$ cat config.mk
export PLATFORM = sky130hd
export DESIGN_NAME = wmac_ctl
export DESIGN_NICKNAME = d
export VERILOG_FILES = /design/src/hdl/wmac_pkg.sv /design/src/hdl/wmac_serial_link.sv /design/src/hdl/wmac_ctl.sv
export SDC_FILE = /design/constraint.sdc
export NUM_CORES = 2
export LEC_CHECK = 0
export ABC_CLOCK_PERIOD_IN_PS = 5380
export BUFFER_PORTS_ARGS = -buffer_cell sky130_fd_sc_hd__buf_2
export CORE_MARGIN = 1
export CORE_UTILIZATION = 28
export CTS_CLUSTER_SIZE = 8
export DETAILED_ROUTE_END_ITERATION = 10
export SYNTH_ARGS = -nofsm -noshare
export SYNTH_HDL_FRONTEND = slang
export SYNTH_SLANG_ARGS = --single-unit
export TNS_END_PERCENT = 50
$ cat constraint.sdc
create_clock -name clk_sys -period 5.38 [get_ports clk_sys]
set_clock_uncertainty 0.15 [all_clocks]
set_input_delay 0.538 -clock clk_sys [delete_from_list [all_inputs] [get_ports clk_sys]]
set_output_delay 0.538 -clock clk_sys [all_outputs]
set_load 0.005 [all_outputs]
$ cat src/hdl/wmac_pkg.sv
package wmac_pkg;
	localparam int CLK_PERIOD_NS    = 4;
	localparam int OSC_PERIOD_NS    = 1000;
	localparam int OSC_CYC          = OSC_PERIOD_NS / CLK_PERIOD_NS;
	localparam int CONV_OSC_PERIODS = 17;
	localparam int CONV_CYC         = CONV_OSC_PERIODS * OSC_CYC;
	localparam int NUM_CH_DEF       = 8;

	localparam int LEN_SHORT = 8;
	localparam int LEN_LONG  = 16;
	localparam int LEN_CONV  = 12;
	localparam int LEN_WDOG0 = 17;

	localparam logic [7:0] ADR_STATUS = 8'h00;
	localparam logic [7:0] ADR_FLAGS  = 8'h04;
	localparam logic [7:0] ADR_CHAN0  = 8'h10;
	localparam int ST_MODE_LSB = 0;
	localparam int ST_EOC      = 4;
	localparam int ST_INT      = 5;
	localparam int ST_PFAIL    = 6;
	localparam int ST_LOCK     = 7;
	localparam int ST_INTLINE  = 8;
	localparam int FL_TAG_LSB  = 16;

	typedef enum logic [3:0] {
		MODE_WDOG  = 4'h8,
		MODE_WR1   = 4'h9,
		MODE_CONV1 = 4'ha,
		MODE_RD1   = 4'hb,
		MODE_TEST  = 4'hc,
		MODE_WRALL = 4'hd,
		MODE_AUTO  = 4'he,
		MODE_RDALL = 4'hf
	} wmac_mode_t;
	localparam wmac_mode_t RST_MODE  = MODE_WDOG;
	localparam logic       RST_PFAIL = 1'b1;

	typedef enum logic [1:0] {CV_IDLE = 2'b00, CV_RUN = 2'b01,
		CV_DONE = 2'b11} wmac_cv_t;
	typedef enum logic [1:0] {WD_SCAN = 2'b00, WD_RESCAN = 2'b01,
		WD_ALERT = 2'b11} wmac_wd_t;
	typedef enum logic [1:0] {TX_NONE = 2'b00, TX_VEC = 2'b01,
		TX_RDALL = 2'b11} wmac_tx_t;

	typedef struct packed {
		logic       active;
		logic       frameStart;
		logic       frameEnd;
		logic       rise;
		logic       bitVal;
		logic [7:0] idx;
		logic       intLine;
	} wmac_link_t;
endpackage

$ cat src/hdl/wmac_serial_link.sv
`timescale 1ns/100ps
module wmac_serial_link import wmac_pkg::*; (
	input  wire logic clk_sys,
	input  wire logic rst_n,
	input  wire logic csPin_n,
	input  wire logic sclkPin,
	input  wire logic serialInPin,
	input  wire logic intPinIn,
	output wmac_link_t link
);
	typedef struct packed {
		logic [2:0] cs;
		logic [2:0] sclk;
		logic [1:0] sdi;
		logic [1:0] intl;
		logic [7:0] cnt;
	} wmac_lnkst_t;

	wmac_lnkst_t stReg;
	wmac_lnkst_t stNext;
	logic        rise;
	logic        frameStart;

	// Stage 0 of each pin is seen only by stage 1; all logic uses later stages.
	always_comb begin
		stNext      = stReg;
		stNext.cs   = {stReg.cs[1:0], csPin_n};
		stNext.sclk = {stReg.sclk[1:0], sclkPin};
		stNext.sdi  = {stReg.sdi[0], serialInPin};
		stNext.intl = {stReg.intl[0], intPinIn};
		frameStart  = stReg.cs[2] & ~stReg.cs[1];
		rise        = ~stReg.cs[1] & ~stReg.sclk[2] & stReg.sclk[1];
		if (frameStart) begin
			stNext.cnt = '0;
		end else if (rise && stReg.cnt != 8'hff) begin
			stNext.cnt = stReg.cnt + 8'h01;
		end
	end

	always_ff @(posedge clk_sys or negedge rst_n) begin
		if (!rst_n) begin
			stReg      <= '0;
			stReg.cs   <= 3'h7;
			stReg.intl <= 2'h3;
		end else begin
			stReg <= stNext;
		end
	end

	assign link.active     = ~stReg.cs[1];
	assign link.frameStart = frameStart;
	assign link.frameEnd   = ~stReg.cs[2] & stReg.cs[1];
	assign link.rise       = rise;
	assign link.bitVal     = stReg.sdi[1];
	assign link.idx        = stReg.cnt;
	assign link.intLine    = stReg.intl[1];

	a_count_restart: assert property (@(posedge clk_sys) disable iff (!rst_n)
		frameStart |=> stReg.cnt == 8'h00)
		else $error("bit count not restarted at select fall");
endmodule

$ cat src/hdl/wmac_ctl.sv
`timescale 1ns/100ps
module wmac_ctl import wmac_pkg::*; #(
	parameter int NUM_CH      = NUM_CH_DEF,
	parameter int OSC_CYCLES  = OSC_CYC,
	parameter int CONV_CYCLES = CONV_CYC
) (
	input  wire logic        clk_sys,
	input  wire logic        rst_n,
	input  wire logic        csPin_n,
	input  wire logic        sclkPin,
	input  wire logic        serialInPin,
	output wire logic        serialOut,
	output wire logic        serialOutOe_n,
	input  wire logic        intPinIn,
	output wire logic        intOut,
	output wire logic        intOe_n,
	output wire logic        eocOut,
	output wire logic        lowBoundHit_n,
	output wire logic        highBoundHit_n,
	input  wire logic        wb_cyc_i,
	input  wire logic        wb_stb_i,
	input  wire logic        wb_we_i,
	input  wire logic [7:0]  wb_adr_i,
	input  wire logic [3:0]  wb_sel_i,
	input  wire logic [31:0] wb_dat_i,
	output wire logic [31:0] wb_dat_o,
	output wire logic        wb_ack_o
);
	localparam int NLIM = 2 * NUM_CH;

	typedef struct packed {
		logic             ack;
		logic [31:0]      dat;
		wmac_mode_t       mode;
		logic             locked;
		logic             pfail;
		logic [3:0]       code;
		logic [15:0]      rxSh;
		logic [11:0]      cfg;
		logic [15:0][7:0] lim;
		logic [15:0][7:0] pend;
		logic [7:0][7:0]  chanVal;
		wmac_cv_t         cv;
		logic [15:0]      cvCnt;
		logic [2:0]       cvCh;
		logic [3:0]       cvInfo;
		logic [7:0]       result;
		logic [3:0]       resInfo;
		logic             resReady;
		logic [7:0]       oscCnt;
		logic             oscHalf;
		wmac_wd_t         wd;
		logic [2:0]       wdIdx;
		logic [3:0]       wdLeft;
		logic [15:0]      flags;
		logic [3:0]       tag;
		logic             intReq;
		wmac_tx_t         src;
		logic [32:0]      txVec;
		logic [7:0]       txLen;
		logic [7:0]       txPtr;
		logic             sout;
		logic             soutOe_n;
	} wmac_st_t;

	wmac_st_t   stReg;
	wmac_st_t   stNext;
	wmac_link_t lnk;
	logic       cmdDone;
	wmac_mode_t cmdMode;
	logic       wrLim;

	wmac_serial_link u_link (
		.clk_sys     (clk_sys),
		.rst_n       (rst_n),
		.csPin_n     (csPin_n),
		.sclkPin     (sclkPin),
		.serialInPin (serialInPin),
		.intPinIn    (intPinIn),
		.link        (lnk)
	);

	function automatic logic [7:0] rev8(input logic [7:0] v);
		logic [7:0] r;
		for (int i = 0; i < 8; i++) begin
			r[i] = v[7-i];
		end
		return r;
	endfunction

	// A two-channel build ignores the two upper address bits.
	function automatic logic [3:0] limAddr(input logic [3:0] a);
		return (NUM_CH == 2) ? {2'b00, a[1:0]} : a;
	endfunction

	// Group bit 2 enables the even channel, bit 1 the odd one, and bit 0
	// joins the pair into one differential input seen on the even channel.
	function automatic logic chanOn(input logic [11:0] cfg,
		input logic [2:0] ch);
		logic [2:0] g;
		case (ch[2:1])
			2'd0: g = cfg[11:9];
			2'd1: g = cfg[8:6];
			2'd2: g = cfg[5:3];
			default: g = cfg[2:0];
		endcase
		if (g[0]) begin
			return g[2] & ~ch[0];
		end
		return ch[0] ? g[1] : g[2];
	endfunction

	function automatic logic [2:0] nextOn(input logic [11:0] cfg,
		input logic [2:0] cur);
		logic [2:0] c;
		logic       found;
		c     = cur;
		found = 1'b0;
		for (int k = 1; k <= NUM_CH; k++) begin
			if (!found && chanOn(cfg, 3'((int'(cur) + k) % NUM_CH))) begin
				c     = 3'((int'(cur) + k) % NUM_CH);
				found = 1'b1;
			end
		end
		return c;
	endfunction

	always_comb begin
		logic [15:0] newSh;
		logic [7:0]  idx;
		logic        wdTick;
		logic        hitLo;
		logic        hitHi;
		logic [3:0]  aLo;
		logic        convStart;
		logic [2:0]  convCh;
		logic [3:0]  convInfo;
		logic [3:0]  k;
		logic [7:0]  chOff;
		newSh     = {stReg.rxSh[14:0], lnk.bitVal};
		// Channel registers start at a nonzero offset, so index from it.
		chOff     = wb_adr_i - ADR_CHAN0;
		idx       = lnk.idx;
		wdTick    = 1'b0;
		hitLo     = 1'b0;
		hitHi     = 1'b0;
		aLo       = {stReg.wdIdx, 1'b0};
		convStart = 1'b0;
		convCh    = '0;
		convInfo  = '0;
		k         = '0;
		cmdDone   = 1'b0;
		cmdMode   = stReg.mode;
		wrLim     = 1'b0;
		stNext    = stReg;
		stNext.ack = 1'b0;

		// Oscillator period, halved again for the watchdog sequencer.
		if (stReg.oscCnt == 8'(OSC_CYCLES - 1)) begin
			stNext.oscCnt  = '0;
			stNext.oscHalf = ~stReg.oscHalf;
			wdTick         = stReg.oscHalf;
		end else begin
			stNext.oscCnt = stReg.oscCnt + 8'h01;
		end

		if (stReg.cv == CV_RUN) begin
			if (stReg.cvCnt == 16'(CONV_CYCLES - 1)) begin
				stNext.cv       = CV_DONE;
				stNext.result   = stReg.chanVal[stReg.cvCh];
				stNext.resInfo  = stReg.cvInfo;
				stNext.resReady = 1'b1;
			end else begin
				stNext.cvCnt = stReg.cvCnt + 16'h0001;
			end
		end

		// A readout after the alert releases the watchdog for a new scan.
		if (lnk.frameEnd) begin
			if (stReg.mode == MODE_WDOG && stReg.src == TX_VEC
				&& stReg.wd == WD_ALERT) begin
				stNext.wd     = WD_SCAN;
				stNext.flags  = '0;
				stNext.tag    = '0;
				stNext.intReq = 1'b0;
			end
			if (stReg.src == TX_VEC && stReg.resReady
				&& (stReg.mode == MODE_CONV1 || stReg.mode == MODE_AUTO)) begin
				stNext.resReady = 1'b0;
				if (stReg.mode == MODE_AUTO) begin
					convStart = 1'b1;
					convCh    = nextOn(stReg.cfg, stReg.cvCh);
					convInfo  = {1'b0, convCh};
				end
			end
			stNext.src = TX_NONE;
		end

		if (stReg.mode == MODE_WDOG && !stReg.locked && wdTick
			&& stReg.wd != WD_ALERT) begin
			stNext.wdIdx = (stReg.wdIdx == 3'(NUM_CH - 1)) ? 3'h0
				: stReg.wdIdx + 3'h1;
			if (chanOn(stReg.cfg, stReg.wdIdx)) begin
				hitLo = stReg.chanVal[stReg.wdIdx] < stReg.lim[aLo];
				hitHi = stReg.chanVal[stReg.wdIdx] > stReg.lim[aLo + 4'h1];
			end
			stNext.flags[aLo]        = stReg.flags[aLo] | hitLo;
			stNext.flags[aLo + 4'h1] = stReg.flags[aLo + 4'h1] | hitHi;
			if (stReg.wd == WD_SCAN) begin
				if (hitLo || hitHi) begin
					stNext.wd     = WD_RESCAN;
					stNext.tag    = hitLo ? aLo : aLo + 4'h1;
					stNext.wdLeft = 4'(NUM_CH - 1);
				end
			end else if (stReg.wdLeft <= 4'h1) begin
				stNext.wd     = WD_ALERT;
				stNext.intReq = 1'b1;
			end else begin
				stNext.wdLeft = stReg.wdLeft - 4'h1;
			end
		end

		if (lnk.frameStart) begin
			stNext.txPtr = '0;
			if (stReg.mode == MODE_WDOG) begin
				stNext.src   = TX_VEC;
				stNext.txVec = {stReg.tag, stReg.cfg, stReg.pfail,
					16'(stReg.flags << (16 - NLIM))};
				stNext.txLen = 8'(LEN_WDOG0 + NLIM);
			end else if (stReg.resReady && (stReg.mode == MODE_CONV1
				|| stReg.mode == MODE_AUTO)) begin
				stNext.src   = TX_VEC;
				stNext.txVec = {rev8(stReg.result), stReg.resInfo, 21'h0};
				stNext.txLen = 8'(LEN_CONV);
			end else begin
				stNext.src = TX_NONE;
			end
		end

		// Commands commit only at their last bit, so a short frame is lost.
		if (lnk.rise) begin
			stNext.rxSh = newSh;
			if (stReg.src != TX_NONE) begin
				stNext.txPtr = stReg.txPtr + 8'h01;
			end
			if (idx == 8'd3) begin
				stNext.code = newSh[3:0];
			end
			if (!stReg.locked) begin
				if (idx == 8'd3 && newSh[3:0] == MODE_TEST) begin
					stNext.locked = 1'b1;
					cmdDone       = 1'b1;
					cmdMode       = MODE_TEST;
				end else if (idx == 8'd3 && newSh[3:0] == MODE_RDALL) begin
					cmdDone      = 1'b1;
					cmdMode      = MODE_RDALL;
					stNext.src   = TX_RDALL;
					stNext.txPtr = '0;
					stNext.txLen = 8'(8 * NLIM);
				end else if (idx == 8'(LEN_SHORT - 1)
					&& stReg.code == MODE_CONV1) begin
					cmdDone   = 1'b1;
					cmdMode   = MODE_CONV1;
					convStart = 1'b1;
					convCh    = 3'(int'(newSh[2:0]) % NUM_CH);
					convInfo  = newSh[3:0];
				end else if (idx == 8'(LEN_SHORT - 1)
					&& stReg.code == MODE_RD1) begin
					cmdDone      = 1'b1;
					cmdMode      = MODE_RD1;
					stNext.src   = TX_VEC;
					stNext.txPtr = '0;
					stNext.txVec = {rev8(stReg.lim[limAddr(newSh[3:0])]), 25'h0};
					stNext.txLen = 8'(LEN_SHORT);
				end else if (idx == 8'(LEN_LONG - 1)
					&& stReg.code == MODE_WDOG) begin
					cmdDone       = 1'b1;
					cmdMode       = MODE_WDOG;
					stNext.cfg    = newSh[11:0];
					stNext.wd     = WD_SCAN;
					stNext.wdIdx  = '0;
					stNext.flags  = '0;
					stNext.tag    = '0;
					stNext.intReq = 1'b0;
				end else if (idx == 8'(LEN_LONG - 1)
					&& stReg.code == MODE_WR1) begin
					cmdDone = 1'b1;
					cmdMode = MODE_WR1;
					wrLim   = 1'b1;
					stNext.lim[limAddr(newSh[11:8])] = rev8(newSh[7:0]);
				end else if (idx == 8'(LEN_LONG - 1)
					&& stReg.code == MODE_AUTO) begin
					cmdDone    = 1'b1;
					cmdMode    = MODE_AUTO;
					stNext.cfg = newSh[11:0];
					convStart  = 1'b1;
					convCh     = nextOn(newSh[11:0], 3'(NUM_CH - 1));
					convInfo   = {1'b0, convCh};
				end else if (stReg.code == MODE_WRALL && idx >= 8'd11
					&& idx[2:0] == 3'd3) begin
					k = 4'((idx - 8'd4) >> 3);
					stNext.pend[k] = rev8(newSh[7:0]);
					if (k == 4'(NLIM - 1)) begin
						cmdDone = 1'b1;
						cmdMode = MODE_WRALL;
						wrLim   = 1'b1;
						for (int i = 0; i < NLIM; i++) begin
							stNext.lim[i] = stNext.pend[i];
						end
					end
				end
			end
		end

		if (cmdDone) begin
			stNext.mode  = cmdMode;
			stNext.pfail = 1'b0;
			if (cmdMode != MODE_CONV1 && cmdMode != MODE_AUTO) begin
				stNext.cv       = CV_IDLE;
				stNext.resReady = 1'b0;
			end
		end
		if (convStart) begin
			stNext.cv       = CV_RUN;
			stNext.cvCnt    = '0;
			stNext.cvCh     = convCh;
			stNext.cvInfo   = convInfo;
			stNext.resReady = 1'b0;
		end

		if (wb_cyc_i && wb_stb_i && !stReg.ack) begin
			stNext.ack = 1'b1;
			stNext.dat = '0;
			if (wb_adr_i == ADR_STATUS) begin
				stNext.dat[ST_MODE_LSB +: 4] = stReg.mode;
				stNext.dat[ST_EOC]           = stReg.cv != CV_RUN;
				stNext.dat[ST_INT]           = stReg.intReq;
				stNext.dat[ST_PFAIL]         = stReg.pfail;
				stNext.dat[ST_LOCK]          = stReg.locked;
				stNext.dat[ST_INTLINE]       = lnk.intLine;
			end else if (wb_adr_i == ADR_FLAGS) begin
				stNext.dat[15:0]             = stReg.flags;
				stNext.dat[FL_TAG_LSB +: 4] = stReg.tag;
			end else if (wb_adr_i >= ADR_CHAN0
				&& wb_adr_i < ADR_CHAN0 + 8'(4 * NUM_CH)) begin
				stNext.dat[7:0] = stReg.chanVal[chOff[4:2]];
				if (wb_we_i && wb_sel_i[0]) begin
					stNext.chanVal[chOff[4:2]] = wb_dat_i[7:0];
				end
			end
		end

		if (stNext.src == TX_RDALL) begin
			stNext.sout = stNext.lim[stNext.txPtr[6:3]][stNext.txPtr[2:0]];
		end else begin
			stNext.sout = stNext.txVec[6'd32 - stNext.txPtr[5:0]];
		end
		stNext.soutOe_n = !(stNext.src != TX_NONE
			&& stNext.txPtr < stNext.txLen);
	end

	always_ff @(posedge clk_sys or negedge rst_n) begin
		if (!rst_n) begin
			stReg          <= '0;
			stReg.mode     <= RST_MODE;
			stReg.pfail    <= RST_PFAIL;
			stReg.intReq   <= 1'b1;
			stReg.wd       <= WD_ALERT;
			stReg.soutOe_n <= 1'b1;
		end else begin
			stReg <= stNext;
		end
	end

	assign serialOut      = stReg.sout;
	assign serialOutOe_n  = stReg.soutOe_n;
	assign intOut         = 1'b0;
	assign intOe_n        = ~stReg.intReq;
	assign eocOut         = stReg.cv != CV_RUN;
	assign lowBoundHit_n  = !(NUM_CH == 2 && stReg.intReq
		&& (stReg.flags[0] || stReg.flags[2]));
	assign highBoundHit_n = !(NUM_CH == 2 && stReg.intReq
		&& (stReg.flags[1] || stReg.flags[3]));
	assign wb_dat_o       = stReg.dat;
	assign wb_ack_o       = stReg.ack;

	a_pfail_cleared: assert property (@(posedge clk_sys) disable iff (!rst_n)
		cmdDone |=> !stReg.pfail)
		else $error("power-fail bit survived a mode change");
	a_wdog_entry: assert property (@(posedge clk_sys) disable iff (!rst_n)
		lnk.rise && lnk.idx == 8'd15 && stReg.code == MODE_WDOG
		&& !stReg.locked |=> stReg.mode == MODE_WDOG && !stReg.intReq)
		else $error("watchdog command not taken");
	a_limit_write: assert property (@(posedge clk_sys) disable iff (!rst_n)
		lnk.rise && lnk.idx == 8'd15 && stReg.code == MODE_WR1 && !stReg.locked
		|=> stReg.lim[limAddr($past(stReg.rxSh[10:7]))]
			== rev8({$past(stReg.rxSh[6:0]), $past(lnk.bitVal)}))
		else $error("single limit stored wrongly");
	a_limit_stable: assert property (@(posedge clk_sys) disable iff (!rst_n)
		!wrLim |=> $stable(stReg.lim))
		else $error("limit memory changed without a complete command");
	a_eoc_busy: assert property (@(posedge clk_sys) disable iff (!rst_n)
		$rose(stReg.cv == CV_RUN) |-> !eocOut [*8])
		else $error("end of conversion high during conversion");
	a_int_source: assert property (@(posedge clk_sys) disable iff (!rst_n)
		$rose(stReg.intReq) |-> $past(stReg.wd) == WD_RESCAN
		&& !intOe_n ##0 stReg.flags != 16'h0000)
		else $error("interrupt without a recorded crossing");
	a_out_float: assert property (@(posedge clk_sys) disable iff (!rst_n)
		lnk.frameEnd |=> serialOutOe_n)
		else $error("serial output driven after select rose");
	a_test_lock: assert property (@(posedge clk_sys) disable iff (!rst_n)
		stReg.locked |=> stReg.locked && stReg.mode == MODE_TEST)
		else $error("test mode left without reset");
	a_wb_ack_pulse: assert property (@(posedge clk_sys) disable iff (!rst_n)
		wb_ack_o |=> !wb_ack_o)
		else $error("bus acknowledge held over two cycles");

	c_wdog_alert: cover property (@(posedge clk_sys) disable iff (!rst_n)
		$rose(stReg.intReq));
	c_conv_done: cover property (@(posedge clk_sys) disable iff (!rst_n)
		$rose(stReg.resReady) && stReg.mode == MODE_AUTO);
	c_read_all: cover property (@(posedge clk_sys) disable iff (!rst_n)
		stReg.src == TX_RDALL && stReg.txPtr == 8'(8 * NLIM - 1));
endmodule

# After elaboration in Yosys (flattened, before gate mapping)
# Index checks and enable logic that the tools add are counted.
[word_totals]
word_cells = 868
reg_bits = 522
output_inout_bits = 40
in_bits = 53
[op_classes]
n_eq_ne = 51
n_reduce_logical = 85
n_addsub = 18
mux = 578
order_cmp = 23
n_bitwise = 39
[op_table]
columns = ["operator", "n"]
rows = [
  ["$mux 256", 9],
  ["$mux 128", 3],
  ["$mux 1", 359],
  ["$mux 72", 4],
  ["$mux 3", 93],
  ["$bwmux 128", 2],
  ["$mux 8", 16],
  ["$mux 4", 26],
  ["$mux 51", 2],
  ["$bmux 8 s3", 4],
  ["$bmux 8 s4", 3],
  ["$mux 21", 4],
  ["$pmux 3 s3", 9],
  ["$mux 33", 2],
  ["$bwmux 64", 1],
  ["$demux 8 s4", 2],
  ["$eq 4x4->1 const B", 12],
  ["$mux 12", 4],
  ["$logic_and 1x1->1", 43],
  ["$mux 42", 1],
  ["$mux 41", 1],
  ["$mux 5", 7],
  ["$bwmux 16", 2],
  ["$mux 16", 2],
  ["60 further kinds", 183],
]

# Longest topological paths before layout
[logic_depth]
word_depth = 126
ltp_mapped = 20
mapped_depth_nobuf = 17

# Modules after synthesis
# Synthesis repeated with hierarchy kept, for this count alone.
[unflattened]
cells_unflattened = 2869
area_unflattened_um2 = 29539.6
[by_module_without_submodules]
columns = ["module", "n_inst", "cells_per_inst", "area_each_um2", "seq_area_each_um2"]
rows = [
  ["wmac_ctl", 1, 2786, 28651.2, 12344.3],
  ["wmac_serial_link", 1, 83, 888.4, 456.7],
]

# Worst setup path after synthesis
# OpenSTA, ideal clock, no wires.
[synth_path]
kind = "register to register"
startpoint = "register u_link.stReg, in the netlist u_link.link[4]"
endpoint = "register stReg, in the netlist serialOut"
path_stages_with_launch = 19
path_buffers = 4
path_slack_ns = 1.142
synth_period_minus_slack_ns = 4.238
arrival_ns = 4.002
required_time_ns = 5.144
setup_time_ns = 0.086
cell_sequence = "dfrtp_1 -> clkbuf_1 -> inv_1 -> ha_1 -> and4b_1 -> clkbuf_1 -> o311a_1 -> o21ai_2 -> nand2b_1 -> buf_2 -> clkbuf_1 -> ha_1 -> xor2_2 -> mux4_2 -> nor2b_1 -> a211oi_1 -> mux2i_1 -> a311o_1 -> a32oi_1"
[synth_rtl]
columns = ["element", "line", "source"]
rows = [
  ["start: declaration", "wmac_serial_link.sv:19", "wmac_lnkst_t stReg;"],
  ["start signal: assignment", "wmac_serial_link.sv:46", "stReg <= stNext;"],
  ["end signal: assignment", "wmac_ctl.sv:371", "stReg <= stNext;"],
  ["end: declaration", "wmac_ctl.sv:66", "wmac_st_t stReg;"],
]

==> metrics.md <==
| Metric | Value |
|---|---|
| Worst-Skew Late Latency | `0.65 ns` |
| Pin slew with the least headroom to its limit | `1.31 ns` |
| Final Power | `0.00909 W` |
| Hold path depth | `2` |
| Vias in the first global route | `24,791` |
| Slew Limit Fails | `0` |
| CTS Buffer Depth | `3` |
| Row count | `118` |
| Grt total ovfl | `0` |
| CTS Sinks | `511` |
| DPL Wire Length | `82.4 mm` |
| Seq cells post-synth | `511` |
| GRT Overall Usage | `21.4%` |
| Final hold vios | `0` |
| DR WL/cell | `26.4 um` |
| Ys flop type | `dfrtp_1` |
| RSZ-0062 raised after global routing | `false` |
| # Post-CTS Setup Buffers | `0` |
| CTS Hold Buffers Added | `5` |
| CTS tree | `yes` |
| Startpoint Class | `flop` |
| Nets | `3,056` |
| Maximum net fanout on the critical path | `21` |
| Mapped Avg Cell Area | `10.0 sq um` |
| Fin crit share | `93.8%` |
| Worst hold path type | `in2reg` |
| Die footprint | `106,000 sq um` |
| Core footprint | `103,000 sq um` |
| Critical path required time | `5.76 ns` |
| CTS resizes | `0` |
| Die W | `325 um` |
| Worst Path Arrival | `5.42 ns` |
| Clock root cell | `clkbuf_16` |
| First-pass GRT wire length | `169 mm` |
| Via count | `25,505` |
| Die Ht | `325 um` |
| FFs w/ async S/R, synth | `100%` |
| R2R Setup Slk | `0.33 ns` |
| Synth Instances | `2,909` |
| Antenna diode count | `0` |
| Max frequency | `198 MHz` |
| # setup viols final | `0` |
| Setup TNS | `0 ns` |
| Hold Crit Start | `wb_dat_i[7]` |
| Most common cell after layout, fill and taps aside | `dfrtp_1` |
| Setup CP Type | `reg2reg` |
| Most frequent cells in the layout | `dfrtp_1 (498), nor2_1 (309), nand2_1 (290), o21ai_0 (153), mux2_2 (147)` |
| Cells on worst reg2reg path | `13` |
| Lkg Pwr | `14.5 nW` |
| Antenna-violating nets left | `0` |
| DRT Pass-1 Iters | `8` |
| Ratio of cells with drive above 1 in the final layout | `19.4%` |
| Max-slew headroom | `12.2%` |
| CTS buffer count | `73` |
| Final WL | `115 mm` |
| VDD IR max | `0.194 mV` |
| Top Ports | `93` |
| # Max-Cap Violations | `0` |
| Hold EP | `stReg[193]` |
| H-tree Lvls | `3` |
| Design area | `33,400 sq um` |
| Pwr per Cell Area | `272 nW/um^2` |
| Vias per Instance | `5.84` |
| Crit end category | `flop` |
| Starting Density | `28.2%` |
| DRT iter0 DRCs | `3,235` |
| IO Port Bufs | `50` |
| Worst reg2reg startpoint | `u_link.link[3]` |
| Outcome | `completed` |
| Cell variety after synth | `105` |
| Clock Pin Slew Worst Setup and Hold Paths | `0.06 ns` |
| Post-layout util | `32.2%` |
| Crit path launch | `u_link.link[3]` |
| Placer Congestion | `1.01` |
| Ys Warns | `0` |
| Post-route DRC | `0` |
| Largest net degree at the start of global routing | `124` |
| Post-synth EDFFs | `0` |
| Sequential area share after synthesis | `43.9%` |
| Area growth from synthesis to final layout | `14.3%` |
| Initial antenna violation count | `5` |
| DP Area | `31,300 sq um` |
| Shortest period the worst path allows | `5.05 ns` |
| Worst r2r dst | `serialOut` |
| Post-Syn Area | `29,200 sq um` |
[per-stage QoR]
step | cells | worst slack (ns) | hold WS (ns)
6_report | 4367 | 0.335 | 0.117
5_1_grt | 4367 | 0.122 | 0.123
4_1_cts | 4367 | 0.509 | 0.104
3_5_place_dp | 4254 | 0.521 | 0.185
3_3_place_gp | 4254 | 0.582 | 0.186
2_1_floorplan | 2922 | 1.14 | 0.0924
[routing by layer]
metal,track usage [%],vias to the layer above,wire length [um]
li1,-,10923,-
met1,27.9,12809,46800
met2,32.6,1407,50800
met5,0,-,41
met3,5.57,360,11300
met4,10.9,6,6450
[how the worst max path moves through the flow]
stage,end,cells past startpoint,slack [ns]
4_1_cts,serialOut,13,0.51
3_5_place_dp,serialOut,13,0.52
3_3_place_gp,serialOut,15,0.58
2_1_floorplan,serialOut,18,1.14
5_1_grt,serialOut,13,0.12
6_report,serialOut,13,0.33
[power by group]
| group | leakage (nW) | internal (W) | switching (W) |
|---|---|---|---|
| registers | 7.04 | 0.00391 | 0.000103 |
| logic | 6.42 | 0.000215 | 0.000534 |
| clock network | 0.992 | 0.00258 | 0.00175 |
| total | 14.5 | 0.00670 | 0.00239 |
[cells in the mapped netlist, types with 13 or more instances]
library cell,instances,area [sq um]
a22oi_1,76,571
a22o_1,31,272
buf_2,33,165
a31oi_1,34,213
nand2b_1,30,188
mux2_2,147,1660
o22ai_1,87,544
dfrtp_1,500,12500
nor4_1,16,100
clkbuf_1,138,518
nand4_1,21,131
mux4_2,88,1980
o221ai_1,13,114
ha_1,49,613
xor2_1,18,158
buf_4,39,293
nand2_1,290,1090
and3_1,24,150
a21oi_1,111,556
inv_1,43,161
a211oi_1,28,210
a2111oi_0,17,149
mux2i_1,64,641
xnor2_1,20,175
nor2_1,309,1160
nor2b_1,25,156
o21a_1,19,143
nor3_1,67,335
a221oi_1,33,289
nand3_1,78,390
or3_1,17,106
o21ai_0,153,766
[kinds of logic after synthesis]
group | count (synthesis) | synth area share, %
buffers and inverters | 283 | 4.51
other | 2 | 0.0257
muxes | 299 | 14.7
xor gates and xnor gates | 39 | 1.20
and+or+nand+nor | 956 | 15.4
adders and majority gates | 49 | 2.10
DFF | 511 | 43.9
AOI/OAI and AO/OA | 770 | 18.3
[state kept, by name, indices dropped and copies added, names as in the netlist]
name           flops
serialOutOe_n      1
serialOut          1
u_link.link       10
u_link.stReg       2
wb_ack_o           1
u_link.stNext      6
stReg            470
wb_dat_o          20
[area by class of cell]
type | count | area (sq um)
clock buffers | 106 | 2040
inverters | 52 | 200
fillers | 10665 | 70100
well taps | 1380 | 1730
repair buffers | 188 | 1410
clock inverters | 2 | 17.5
flip-flops and latches | 511 | 12800
multi-input cells | 2128 | 15200
[worst max-delay path, stage by stage (launching register included)]
cell and delay, ns:
dfrtp_1 0.49, inv_1 0.17, ha_1 0.36, xor2_1 0.39, nand2b_1 0.26, or3_2 0.67, a21oi_4 0.73, o22ai_1 0.15
a21oi_1 0.35, o21ai_1 0.14, a2111oi_0 0.47, buf_4 0.19, o32ai_1 0.13, a32oi_1 0.28
No activity file was read; power rests on OpenSTA's default activity.
